## src/twd_pkg.sv

```systemverilog
// Package with register map, field positions and constants of the timer/watchdog block.
package twd_pkg;
	localparam logic [2:0] ADDR_CONFIG = 3'h0;
	localparam logic [2:0] ADDR_PRESCALER = 3'h1;
	localparam logic [2:0] ADDR_PERIOD_LO = 3'h2;
	localparam logic [2:0] ADDR_PERIOD_HI = 3'h3;
	localparam logic [2:0] ADDR_CONTROL_STATUS = 3'h4;
	localparam logic [2:0] ADDR_RELOAD_VALUE = 3'h5;
	localparam logic [2:0] ADDR_SERVICE_MATCH = 3'h6;
	localparam logic [2:0] ADDR_STATUS = 3'h7;
	localparam int CSR_RESTART = 0;
	localparam int CSR_TC = 1;
	localparam int CSR_IRQ_EN = 2;
	localparam int CFG_LOCK_CFG = 0;
	localparam int CFG_LOCK_PRESCALER = 1;
	localparam int CFG_LOCK_TIMER0 = 2;
	localparam int CFG_LOCK_RELOAD = 3;
	localparam int CFG_CLOCK_SELECT = 4;
	localparam int CFG_MATCH_ENABLE = 5;
	localparam logic [5:0] CFG_MASK = 6'h3F;
	localparam logic [7:0] CSR_RESET = 8'h00;
	localparam logic [7:0] RELOAD_RESET = 8'h0F;
	localparam logic [15:0] PERIOD_RESET = 16'hFFFF;
	localparam logic [2:0] PRESCALER_MAX = 3'h5;
	localparam logic [7:0] SERVICE_KEY = 8'h5C;
	localparam logic [7:0] LOCKED_READ = 8'h00;
endpackage

```

## src/timer0_and_watchdog_service.sv

```systemverilog
// Timer T0 with restart and terminal count, and watchdog servicing logic.
`timescale 1ns/1ns
// Overview of operation
// - Writing one to restart reloads the preset on the next input clock edge.
// - Restart clears itself on that same reload edge; writing zero does nothing.
// - Terminal count sets at zero, clears on control read, ignores writes.
// - With interrupt enable set, each zero count pulses the timer interrupt.
// - Control/status: restart bit 0, terminal count bit 1, enable bit 2; reset zero.
// - Reload-value register is eight bits, write-only, resets to 0F hex.
// - First reload write starts the watchdog; later writes restart with new value.
// - With match enabled, writing 5C hex reloads counter from reload value.
// - With match enabled, any other written value causes a watchdog error.
// - Two match writes within one watchdog clock cycle cause an error.
// - With match disabled, match-register writes are ignored entirely.
// - Prescaled slow clock selects among six rates, slow clock /32 to /1.
// - Timer output rate is prescaled rate divided by preset plus one.
// - A configuration bit selects the watchdog clock source.
// - After start, no service within a nonzero reload count of watchdog clocks causes an error.
// - Select zero uses timer output clock; one uses prescaled slow clock.
// - Any watchdog error resets the whole device.
// - Locked registers ignore writes, read undefined, stay locked until reset.
// - Timer reloads its preset on every underflow and keeps counting.
module timer0_and_watchdog_service
(
	input wire logic mclk,
	input wire logic rstn,
	input wire logic low_speed_clock,
	input wire logic [2:0] addr,
	input wire logic [7:0] wdata,
	input wire logic wr,
	input wire logic rd,
	output logic [7:0] rdata,
	output logic timer0_irq,
	output logic device_reset_req
);
	import twd_pkg::*;

	logic [5:0] watchdog_config;
	logic [2:0] slow_clock_prescaler;
	logic [15:0] timer0_period_register;
	logic [15:0] timer0_count;
	logic restart;
	logic terminal_count_flag;
	logic timer0_irq_enable;
	logic [7:0] watchdog_reload_value;
	logic [7:0] watchdog_count;
	logic watchdog_running;
	logic serviced_this_tick;
	logic watchdog_error;
	logic bad_key_error;
	logic double_service_error;
	logic late_service_error;
	logic slow_prev;
	logic [4:0] prescale_count;
	logic prescaled_slow_clock;
	logic timer0_output_clock;
	logic watchdog_tick;
	logic wr_config;
	logic wr_prescaler;
	logic wr_period_lo;
	logic wr_period_hi;
	logic wr_csr;
	logic wr_reload;
	logic wr_match;
	logic rd_csr;
	logic match_ok;
	logic match_bad;
	logic [4:0] divide_mask;
	logic access_ok;

	// Mask of prescaler bits that must be all ones for a divided edge.
	function automatic logic [4:0] mask_of(input logic [2:0] sel);
		logic [4:0] m;
		m = 5'h00;
		unique case (sel)
			3'h0: m = 5'h00;
			3'h1: m = 5'h01;
			3'h2: m = 5'h03;
			3'h3: m = 5'h07;
			3'h4: m = 5'h0F;
			default: m = 5'h1F;
		endcase
		return m;
	endfunction

	// Lock decode shared by the write strobes and the read multiplexer.
	function automatic logic is_locked(input logic [2:0] a,
		input logic [5:0] cfg);
		logic l;
		l = 1'b0;
		unique case (a)
			ADDR_CONFIG: l = cfg[CFG_LOCK_CFG];
			ADDR_PRESCALER: l = cfg[CFG_LOCK_PRESCALER];
			ADDR_PERIOD_LO: l = cfg[CFG_LOCK_TIMER0];
			ADDR_PERIOD_HI: l = cfg[CFG_LOCK_TIMER0];
			ADDR_CONTROL_STATUS: l = cfg[CFG_LOCK_TIMER0];
			ADDR_RELOAD_VALUE: l = cfg[CFG_LOCK_RELOAD];
			ADDR_SERVICE_MATCH: l = 1'b0;
			ADDR_STATUS: l = 1'b0;
		endcase
		return l;
	endfunction

	// Register write decode; locked registers drop writes.
	always_comb
	begin
		access_ok = !is_locked(addr, watchdog_config);
		wr_config = wr && addr == ADDR_CONFIG
			&& access_ok;
		wr_prescaler = wr && addr == ADDR_PRESCALER
			&& access_ok;
		wr_period_lo = wr && addr == ADDR_PERIOD_LO
			&& access_ok;
		wr_period_hi = wr && addr == ADDR_PERIOD_HI
			&& access_ok;
		wr_csr = wr && addr == ADDR_CONTROL_STATUS
			&& access_ok;
		wr_reload = wr && addr == ADDR_RELOAD_VALUE
			&& access_ok;
		wr_match = wr && addr == ADDR_SERVICE_MATCH
			&& watchdog_config[CFG_MATCH_ENABLE];
		rd_csr = rd && addr == ADDR_CONTROL_STATUS
			&& access_ok;
		match_ok = wr_match && wdata == SERVICE_KEY;
		match_bad = wr_match && wdata != SERVICE_KEY;
		divide_mask = mask_of(slow_clock_prescaler);
	end

	// Configuration bits are set-only until reset.
	// Set-only bits stop a runaway program from undoing a lock.
	always_ff @(posedge mclk or negedge rstn)
	begin
		if (!rstn)
			watchdog_config <= 6'h00;
		else if (wr_config)
			watchdog_config <= watchdog_config | (wdata[5:0] & CFG_MASK);
	end

	// Reserved divider codes are refused so the rate stays legal.
	always_ff @(posedge mclk or negedge rstn)
	begin
		if (!rstn)
			slow_clock_prescaler <= 3'h0;
		else if (wr_prescaler && wdata[2:0] <= PRESCALER_MAX)
			slow_clock_prescaler <= wdata[2:0];
	end

	always_ff @(posedge mclk or negedge rstn)
	begin
		if (!rstn)
			timer0_period_register <= PERIOD_RESET;
		else if (wr_period_lo)
			timer0_period_register[7:0] <= wdata;
		else if (wr_period_hi)
			timer0_period_register[15:8] <= wdata;
	end

	// The slow clock is taken as synchronous; its rising edges drive a
	// five-bit ripple count, and the selected prefix marks a divided edge.
	always_ff @(posedge mclk or negedge rstn)
	begin
		if (!rstn)
		begin
			slow_prev <= 1'b0;
			prescale_count <= 5'h00;
		end
		else
		begin
			slow_prev <= low_speed_clock;
			if (low_speed_clock && !slow_prev)
				prescale_count <= prescale_count + 5'h01;
		end
	end

	assign prescaled_slow_clock = low_speed_clock && !slow_prev
		&& (prescale_count & divide_mask) == divide_mask;

	// Output clock pulses on underflow, once per preset+1 input edges.
	assign timer0_output_clock = prescaled_slow_clock && !restart
		&& timer0_count == 16'h0000;

	assign watchdog_tick = watchdog_config[CFG_CLOCK_SELECT]
		? prescaled_slow_clock : timer0_output_clock;

	// Timer counter: restart or underflow reloads the preset.
	always_ff @(posedge mclk or negedge rstn)
	begin
		if (!rstn)
			timer0_count <= PERIOD_RESET;
		else if (prescaled_slow_clock)
		begin
			if (restart || timer0_count == 16'h0000)
				timer0_count <= timer0_period_register;
			else
				timer0_count <= timer0_count - 16'h0001;
		end
	end

	// Restart bit: set by software, cleared on the reload edge.
	always_ff @(posedge mclk or negedge rstn)
	begin
		if (!rstn)
			restart <= CSR_RESET[CSR_RESTART];
		else if (wr_csr && wdata[CSR_RESTART])
			restart <= 1'b1;
		else if (prescaled_slow_clock)
			restart <= 1'b0;
	end

	// Terminal count: the set wins over a read that clears it.
	always_ff @(posedge mclk or negedge rstn)
	begin
		if (!rstn)
			terminal_count_flag <= CSR_RESET[CSR_TC];
		else if (timer0_output_clock)
			terminal_count_flag <= 1'b1;
		else if (rd_csr)
			terminal_count_flag <= 1'b0;
	end

	// The enable is the only plain read/write bit of the control register.
	always_ff @(posedge mclk or negedge rstn)
	begin
		if (!rstn)
			timer0_irq_enable <= CSR_RESET[CSR_IRQ_EN];
		else if (wr_csr)
			timer0_irq_enable <= wdata[CSR_IRQ_EN];
	end

	// One-cycle interrupt pulse per zero count.
	always_ff @(posedge mclk or negedge rstn)
	begin
		if (!rstn)
			timer0_irq <= 1'b0;
		else
			timer0_irq <= timer0_output_clock && timer0_irq_enable;
	end

	// Write-only: a read of this address returns zero.
	always_ff @(posedge mclk or negedge rstn)
	begin
		if (!rstn)
			watchdog_reload_value <= RELOAD_RESET;
		else if (wr_reload)
			watchdog_reload_value <= wdata;
	end

	// Watchdog starts on the first reload write.
	always_ff @(posedge mclk or negedge rstn)
	begin
		if (!rstn)
			watchdog_running <= 1'b0;
		else if (wr_reload)
			watchdog_running <= 1'b1;
	end

	// Watchdog counter: service reloads, each tick after start decrements.
	// A reload of zero parks the count; that alone raises no error.
	always_ff @(posedge mclk or negedge rstn)
	begin
		if (!rstn)
			watchdog_count <= RELOAD_RESET;
		else if (wr_reload)
			watchdog_count <= wdata;
		else if (match_ok)
			watchdog_count <= watchdog_reload_value;
		else if (watchdog_running && watchdog_tick
			&& watchdog_count != 8'h00)
			watchdog_count <= watchdog_count - 8'h01;
	end

	// Marks a service already made in the current watchdog clock cycle.
	always_ff @(posedge mclk or negedge rstn)
	begin
		if (!rstn)
			serviced_this_tick <= 1'b0;
		else if (match_ok)
			serviced_this_tick <= 1'b1;
		else if (watchdog_tick)
			serviced_this_tick <= 1'b0;
	end

	// Errors are sticky; only the device reset they cause clears them.
	// One flag per cause keeps the set term of each flag simple.
	always_ff @(posedge mclk or negedge rstn)
	begin
		if (!rstn)
			bad_key_error <= 1'b0;
		else if (match_bad)
			bad_key_error <= 1'b1;
	end

	always_ff @(posedge mclk or negedge rstn)
	begin
		if (!rstn)
			double_service_error <= 1'b0;
		else if (wr_match && serviced_this_tick)
			double_service_error <= 1'b1;
	end

	// A service or reload on the expiring tick is in time, so no error.
	always_ff @(posedge mclk or negedge rstn)
	begin
		if (!rstn)
			late_service_error <= 1'b0;
		else if (watchdog_running && watchdog_tick && !match_ok
			&& !wr_reload && watchdog_count == 8'h01)
			late_service_error <= 1'b1;
	end

	assign watchdog_error = bad_key_error | double_service_error
		| late_service_error;

	assign device_reset_req = watchdog_error;

	// Read data one cycle after the strobe; locked reads give a filler.
	always_ff @(posedge mclk or negedge rstn)
	begin
		if (!rstn)
			rdata <= 8'h00;
		else if (rd && !access_ok)
			rdata <= LOCKED_READ;
		else if (rd)
		begin
			unique case (addr)
				ADDR_CONFIG: rdata <= {2'b00, watchdog_config};
				ADDR_PRESCALER: rdata <= {5'h00, slow_clock_prescaler};
				ADDR_PERIOD_LO: rdata <= timer0_period_register[7:0];
				ADDR_PERIOD_HI: rdata <= timer0_period_register[15:8];
				ADDR_CONTROL_STATUS: rdata <= {5'h00, timer0_irq_enable,
					terminal_count_flag, restart};
				ADDR_RELOAD_VALUE: rdata <= 8'h00;
				ADDR_SERVICE_MATCH: rdata <= 8'h00;
				ADDR_STATUS: rdata <= watchdog_count;
			endcase
		end
	end
endmodule

```

## config.mk

```make
export PLATFORM = sky130hd
export DESIGN_NAME = timer0_and_watchdog_service
export DESIGN_NICKNAME = d
export VERILOG_FILES = /design/src/twd_pkg.sv /design/src/timer0_and_watchdog_service.sv
export SDC_FILE = /design/constraint.sdc
export NUM_CORES = 1
export LEC_CHECK = 0
export BUFFER_PORTS_ARGS = -buffer_cell sky130_fd_sc_hd__buf_2
export CAP_MARGIN = 20
export CORE_UTILIZATION = 55
export CTS_CLUSTER_DIAMETER = 80
export DETAILED_ROUTE_END_ITERATION = 6
export PLACE_DENSITY = 0.76
export SLEW_MARGIN = 20
export SYNTH_ARGS = -nofsm -noshare
export SYNTH_HDL_FRONTEND = slang
export SYNTH_SLANG_ARGS = --single-unit
```

## constraint.sdc

```tcl
create_clock -name mclk -period 2.3 [get_ports mclk]
set_clock_uncertainty 0.1 [all_clocks]
set_input_delay 0 -clock mclk [delete_from_list [all_inputs] [get_ports mclk]]
set_output_delay 0 -clock mclk [all_outputs]
set_load 0.03 [all_outputs]
```

# ---- Word level (Yosys, flattened, before mapping)
# Cells that the tools add are included.
dict set report word_totals {
  in_bits 16
  ff_bits 80
  wordCells 110
  output_inout_bits 10
}
dict set report op_classes {
  add_sub_neg 3
  order_cmp 1
  eq_ne 15
  bitwise_logic 5
  n_reduce_logical 51
  muxes 16
}
# operator count
set op_table {}
lappend op_table {{one-hot mux 8 bit (7 select lines)} 1}
lappend op_table {{two-way mux 8 bit} 5}
lappend op_table {{logical AND 1 bit} 32}
lappend op_table {{one-hot mux 5 bit (5 select lines)} 1}
lappend op_table {{zero test 16 bit} 1}
lappend op_table {{two-way mux 16 bit} 1}
lappend op_table {{subtractor 16 x 1 -> 16 bit, second input constant} 1}
lappend op_table {{== test 3 bit, second input constant} 5}
lappend op_table {{== test 3 x 2 -> 1 bit, second input constant} 4}
lappend op_table {{== test 8 x 1 -> 1 bit, second input constant} 1}
lappend op_table {{== test 8 x 7 -> 1 bit, second input constant} 1}
lappend op_table {{inequality test 8 x 7 -> 1 bit, second input constant} 1}
lappend op_table {{nonzero test 2 bit} 4}
lappend op_table {{nonzero test 8 bit} 1}
lappend op_table {{subtractor 8 x 1 -> 8 bit, second input constant} 1}
lappend op_table {{two-way mux 1 bit} 7}
lappend op_table {{== test 3 x 1 -> 1 bit, second input constant} 2}
lappend op_table {{zero test 3 bit} 2}
lappend op_table {{OR 6 bit} 1}
lappend op_table {{adder 5 x 1 -> 5 bit, second input constant} 1}
lappend op_table {{AND 5 bit} 1}
lappend op_table {{== test 5 bit} 1}
lappend op_table {{zero test 1 bit} 5}
lappend op_table {{one-hot mux 1 bit (5 select lines)} 1}
lappend op_table {{other kinds (8)} 10}

# ---- Longest topological paths before layout
dict set report logic_depth {
  word_depth 13
  mapped_depth 8
  mapped_depth_nobuf 7
}

# ---- Least setup slack after synthesis
# No wires, ideal clock.
dict set report synth_timing {
  kind {register to register}
  startpoint {register timer0_count[0]}
  endpoint {register timer0_count[9]}
  setup_ps 93
  path_slack_ps 11
  t_arrival_ps 2096
  t_required_ps 2107
  path_buffers 1
  path_stages_with_launch 9
  synth_period_minus_slack_ps 2289
  cell_sequence {dfstp_2 > inv_1 > ha_1 > nor3b_1 > and4bb_4 > a21oi_2 > buf_2 > mux2i_1 > o22ai_1}
}
dict set report synth_between {
  elab_chain_len 3
  elab_cells_between_ends 4
  cone_classes {add/sub (1); mux (1); reduce/logical (2)}
}
# item line_no
set synth_lines {}
lappend synth_lines {{start, declared} timer0_and_watchdog_service.sv:41} ;# logic [15:0] timer0_count;
lappend synth_lines {{start signal, assigned} timer0_and_watchdog_service.sv:193} ;# timer0_count <= timer0_period_register;
lappend synth_lines {{start signal, assigned} timer0_and_watchdog_service.sv:195} ;# timer0_count <= timer0_count - 16'h0001;
lappend synth_lines {{parallel branches: the longest is 2 deep, another holds subtractor 16 x 1 -> 16 bit} n/a}
lappend synth_lines {{two-way mux 16 bit (*)} timer0_and_watchdog_service.sv:192} ;# if (restart || timer0_count == 16'h0000)
# Mark *: on every way between the ends.
# A chain may end at the register's enable or synchronous reset.

# ---- Worst setup path after layout
dict set report layout_timing {
  startpoint {register timer0_count[6]}
  endpoint {register watchdog_count[7]}
}
dict set report layout_between {
  elab_chain_len 6
}
# item line_no
set layout_lines {}
lappend layout_lines {{zero test 16 bit} timer0_and_watchdog_service.sv:180} ;# && timer0_count == 16'h0000;
lappend layout_lines {{logical AND 1 bit} timer0_and_watchdog_service.sv:180}
lappend layout_lines {{two-way mux 1 bit} timer0_and_watchdog_service.sv:183} ;# ? prescaled_slow_clock : timer0_output_clock;
lappend layout_lines {{logical AND 1 bit} timer0_and_watchdog_service.sv:267} ;# else if (watchdog_running && watchdog_tick
lappend layout_lines {{logical AND 1 bit} timer0_and_watchdog_service.sv:268} ;# && watchdog_count != 8'h00)
lappend layout_lines {{nonzero test 3 bit (no line)} n/a}
lappend layout_lines {{end signal, assigned} timer0_and_watchdog_service.sv:264} ;# watchdog_count <= wdata;
lappend layout_lines {{end signal, assigned} timer0_and_watchdog_service.sv:266} ;# watchdog_count <= watchdog_reload_value;
lappend layout_lines {{end signal, assigned} timer0_and_watchdog_service.sv:269} ;# watchdog_count <= watchdog_count - 8'h01;
lappend layout_lines {{end, declared} timer0_and_watchdog_service.sv:46} ;# logic [7:0] watchdog_count;
# No other way between the ends.

==> out/qor.yml <==
run_status:
  outcome: "finished clean"
sta:
  setup_ws_ns: 0.0215
  setup_viol: 0
  rsz0062_at_grt: "yes"
  slew_viol_final: 0
  hold_violations: 0
  fin_crit_sh_pct: 99.1
  holdWs_ns: 0.0448
  max_freq_ghz: 0.439
  fin_crit_ns: 2.28
  relSlewSlack_pct: 66.6
  worstMarginPinSlew_ns: 0.494
setup_path:
  rrSetupSlack_ns: 0.02
  critPathRequiredTime_ns: 2.44
  crit_path_top_delay_cell: "dfstp_2"
  cp-end-kind: "register"
  cp_top_family: "simple AND/OR/NAND/NOR gates"
  worst-path-buf-inv: 1
  crit_fanout: 7
  path_class: "reg -> reg"
  arrival_ns: 2.42
  max_stage_delay_ns: 0.40
  reg2reg_from: "timer0_count[6]$_DFFE_PN1P_"
  critical_path.cell_chain: "or3_4 > and4bb_4 > a31oi_4 > o31ai_4 > buf_12 > mux2_2"
  start_kind: "register"
  rr_worst_depth: 6
  worst_r2r_endpoint: "watchdog_count[7]$_DFFE_PN0P_"
worst_hold_path:
  hp-start: "addr[2]"
  hold_class: "in -> reg"
  whs_endpoint: "rdata[5]$_DFFE_PN0P_"
  hold_depth: 4
route:
  ant_nets: 0
  drt-wirelength-per-cell_um: 18.3
  drtIter0Drc: 279
  finalWirelength_mm: 10.8
  vias: 3609
  drc: 0
  firstDrtPassIters: 5
  viasPerCell: 6.12
grt:
  grt_max_degree: 47
  grt_pass1_vias: 3455
  track_usage_pct: 28.2
  grt_pass1_wl_mm: 17.8
  grt_remaining_overflow: 0
  antenna_found_initial: 0
synth:
  ys_async_sr_fraction_pct: 100
  ys_seq_area_share_pct: 46.6
  synth_edf_count: 0
  synth_area_leader_cell: "dfstp_2"
  yosysUniqueCellTypes: 63
  yosys_warnings: 0
  ys.flop_type: "dfstp_2"
  syn_area_um2: 4400
  synth_top_area_share_pct: 23.9
  ys_seq_elements: 80
  synth_area_leaders: "dfstp_2, dfrtp_1, mux2_2, mux2i_1, nand2_1"
  syn-num-nets: 456
  syn_avg_cell_area_um2: 10.1
  synth_cells: 435
placed_design:
  hpwl_mm: 7.65
  place.gp.congestion: 0.876
  place_inst: 561
  place_ws_ns: -0.0267
  port_buffers: 25
power:
  irDropWorstVdd_mv: 0.574
  cellPowerDensity_nw_per_um2: 1080
  total_power_mw: 5.53
  leakage_nw: 2.26
clocking:
  cts.clk_slew.worst_paths_ns: 0.08
  clockBufferDepth: 2
  htree_levels: 3
  cts.sinks: 80
  numCtsBuffers: 9
  tritoncts: "built"
  cts-root-buf: "clkbuf_8"
  worstSkewPairLatency_ns: 0.36
die:
  die_w_um: 91.4
  dieArea_um2: 8360
  core_area_um2: 7730
  die_h_um: 91.4
  rows: 32
  initial_core_util_pct: 56.9
  ios: 26
finish:
  num-fill-cells: 604
  postLayoutCoreUtil_pct: 66.2
  fin_nets: 504
  area_delta_synth_final_pct: 16.2
  final_cell_mix: "nand2_1, dfrtp_1, dfstp_2"
  final_common_cell: "nand2_1"
  n_antenna_cell: 0
  drive_gt1_share_pct: 31.4
  final_cells: 590
run:
  drv_cap: 0
## worst min-delay path: cells and delay by family
family	cells	cell delay, ns
simple gates	2	0.17
compound gates	1	0.16
buf+inv	1	0.13
## cells in the mapped netlist, drive strengths merged (4+ instances only)
master    n
nand2    45
dfrtp    40
dfstp    40
o21ai    32
mux2     27
inv      24
mux2i    19
nor2     17
clkbuf   15
nor3     15
a21oi    14
nor2b    10
a21o      9
a22oi     9
nand2b    8
nand3     7
or3       7
a211oi    6
buf       6
nand4     6
nor4      6
o22ai     6
and3      5
ha        5
o2bb2ai   4
or2       4
xnor2     4
xor2      4
## flip-flops by register name, indices dropped and copies added, names as in the netlist, 3 cells and up
register                cells
rdata                       8
watchdog_count              8
watchdog_reload_value       8
slow_clock_prescaler        3
timer0_period_register     16
watchdog_config             6
prescale_count              5
timer0_count               16
## what timing repair did
action,4_1_cts,5_1_grt
hold buffers,12,0
setup buffers,0,1
setup endpoints to repair,5,12
pin swaps,1,1
hold endpoints to repair,103,0
gates resized for setup,0,6
## power by group
group          total, mW  switching [mW]  internal (mW)
clock               1.06           0.525          0.530
sequential          2.60           0.528           2.07
combinational       1.87           0.971          0.903
total               5.53            2.02           3.50
## stage by stage
step                TNS (ns)  cell area, µm²
detailed placement   -0.0727            4750
CTS                        0            5070
floorplan                  0            4400
finish                     0            5110
global placement           0            4750
global route         -0.0386            5110
## metal layers
| layer | GRT usage (%) | wire [µm] | up-vias |
|---|---|---|---|
| li1 | - | - | 1682 |
| met1 | 38.1 | 4850 | 1788 |
| met2 | 44.4 | 5180 | 123 |
| met3 | 6.37 | 557 | 16 |
| met4 | 10.6 | 205 | 0 |
| met5 | 0 | 0 | - |
## cell type report
class | count | area [µm²] | share of cell area (%)
tap | 102 | 128 | 2.50
clock buffer | 11 | 141 | 2.76
multi-input combinational | 310 | 2200 | 43.1
timing repair buffer | 58 | 443 | 8.66
sequential | 80 | 2050 | 40.1
inverter | 24 | 90.1 | 1.76
clock inverter | 5 | 56.3 | 1.10
## worst max path at each step
stage          slack [ns]                            end  cells after the start                         start
3_3_place_gp         0.04  watchdog_count[7]$_DFFE_PN0P_                      7   timer0_count[0]$_DFFE_PN1P_
6_report             0.02  watchdog_count[7]$_DFFE_PN0P_                      6   timer0_count[6]$_DFFE_PN1P_
4_1_cts            0.0008  watchdog_count[7]$_DFFE_PN0P_                      7   timer0_count[0]$_DFFE_PN1P_
5_1_grt             -0.02  watchdog_count[7]$_DFFE_PN0P_                      6  timer0_count[12]$_DFFE_PN1P_
2_1_floorplan        0.01    timer0_count[9]$_DFFE_PN1P_                      8   timer0_count[0]$_DFFE_PN1P_
3_5_place_dp        -0.03  watchdog_count[7]$_DFFE_PN0P_                      7   timer0_count[0]$_DFFE_PN1P_
## kinds of logic (layout without fill, tap and decap cells)
logic type / after synthesis / count (layout) / synth area share [%]
xor+xnor: 8 / 8 / 1.59
flops: 80 / 80 / 46.6
fa+ha+maj: 5 / 5 / 1.42
mux: 46 / 46 / 11.2
compound gates: 108 / 108 / 17.6
simple gates: 143 / 143 / 17.6
buf+inv: 45 / 98 / 3.95
(Power assumes the default switching activity.)
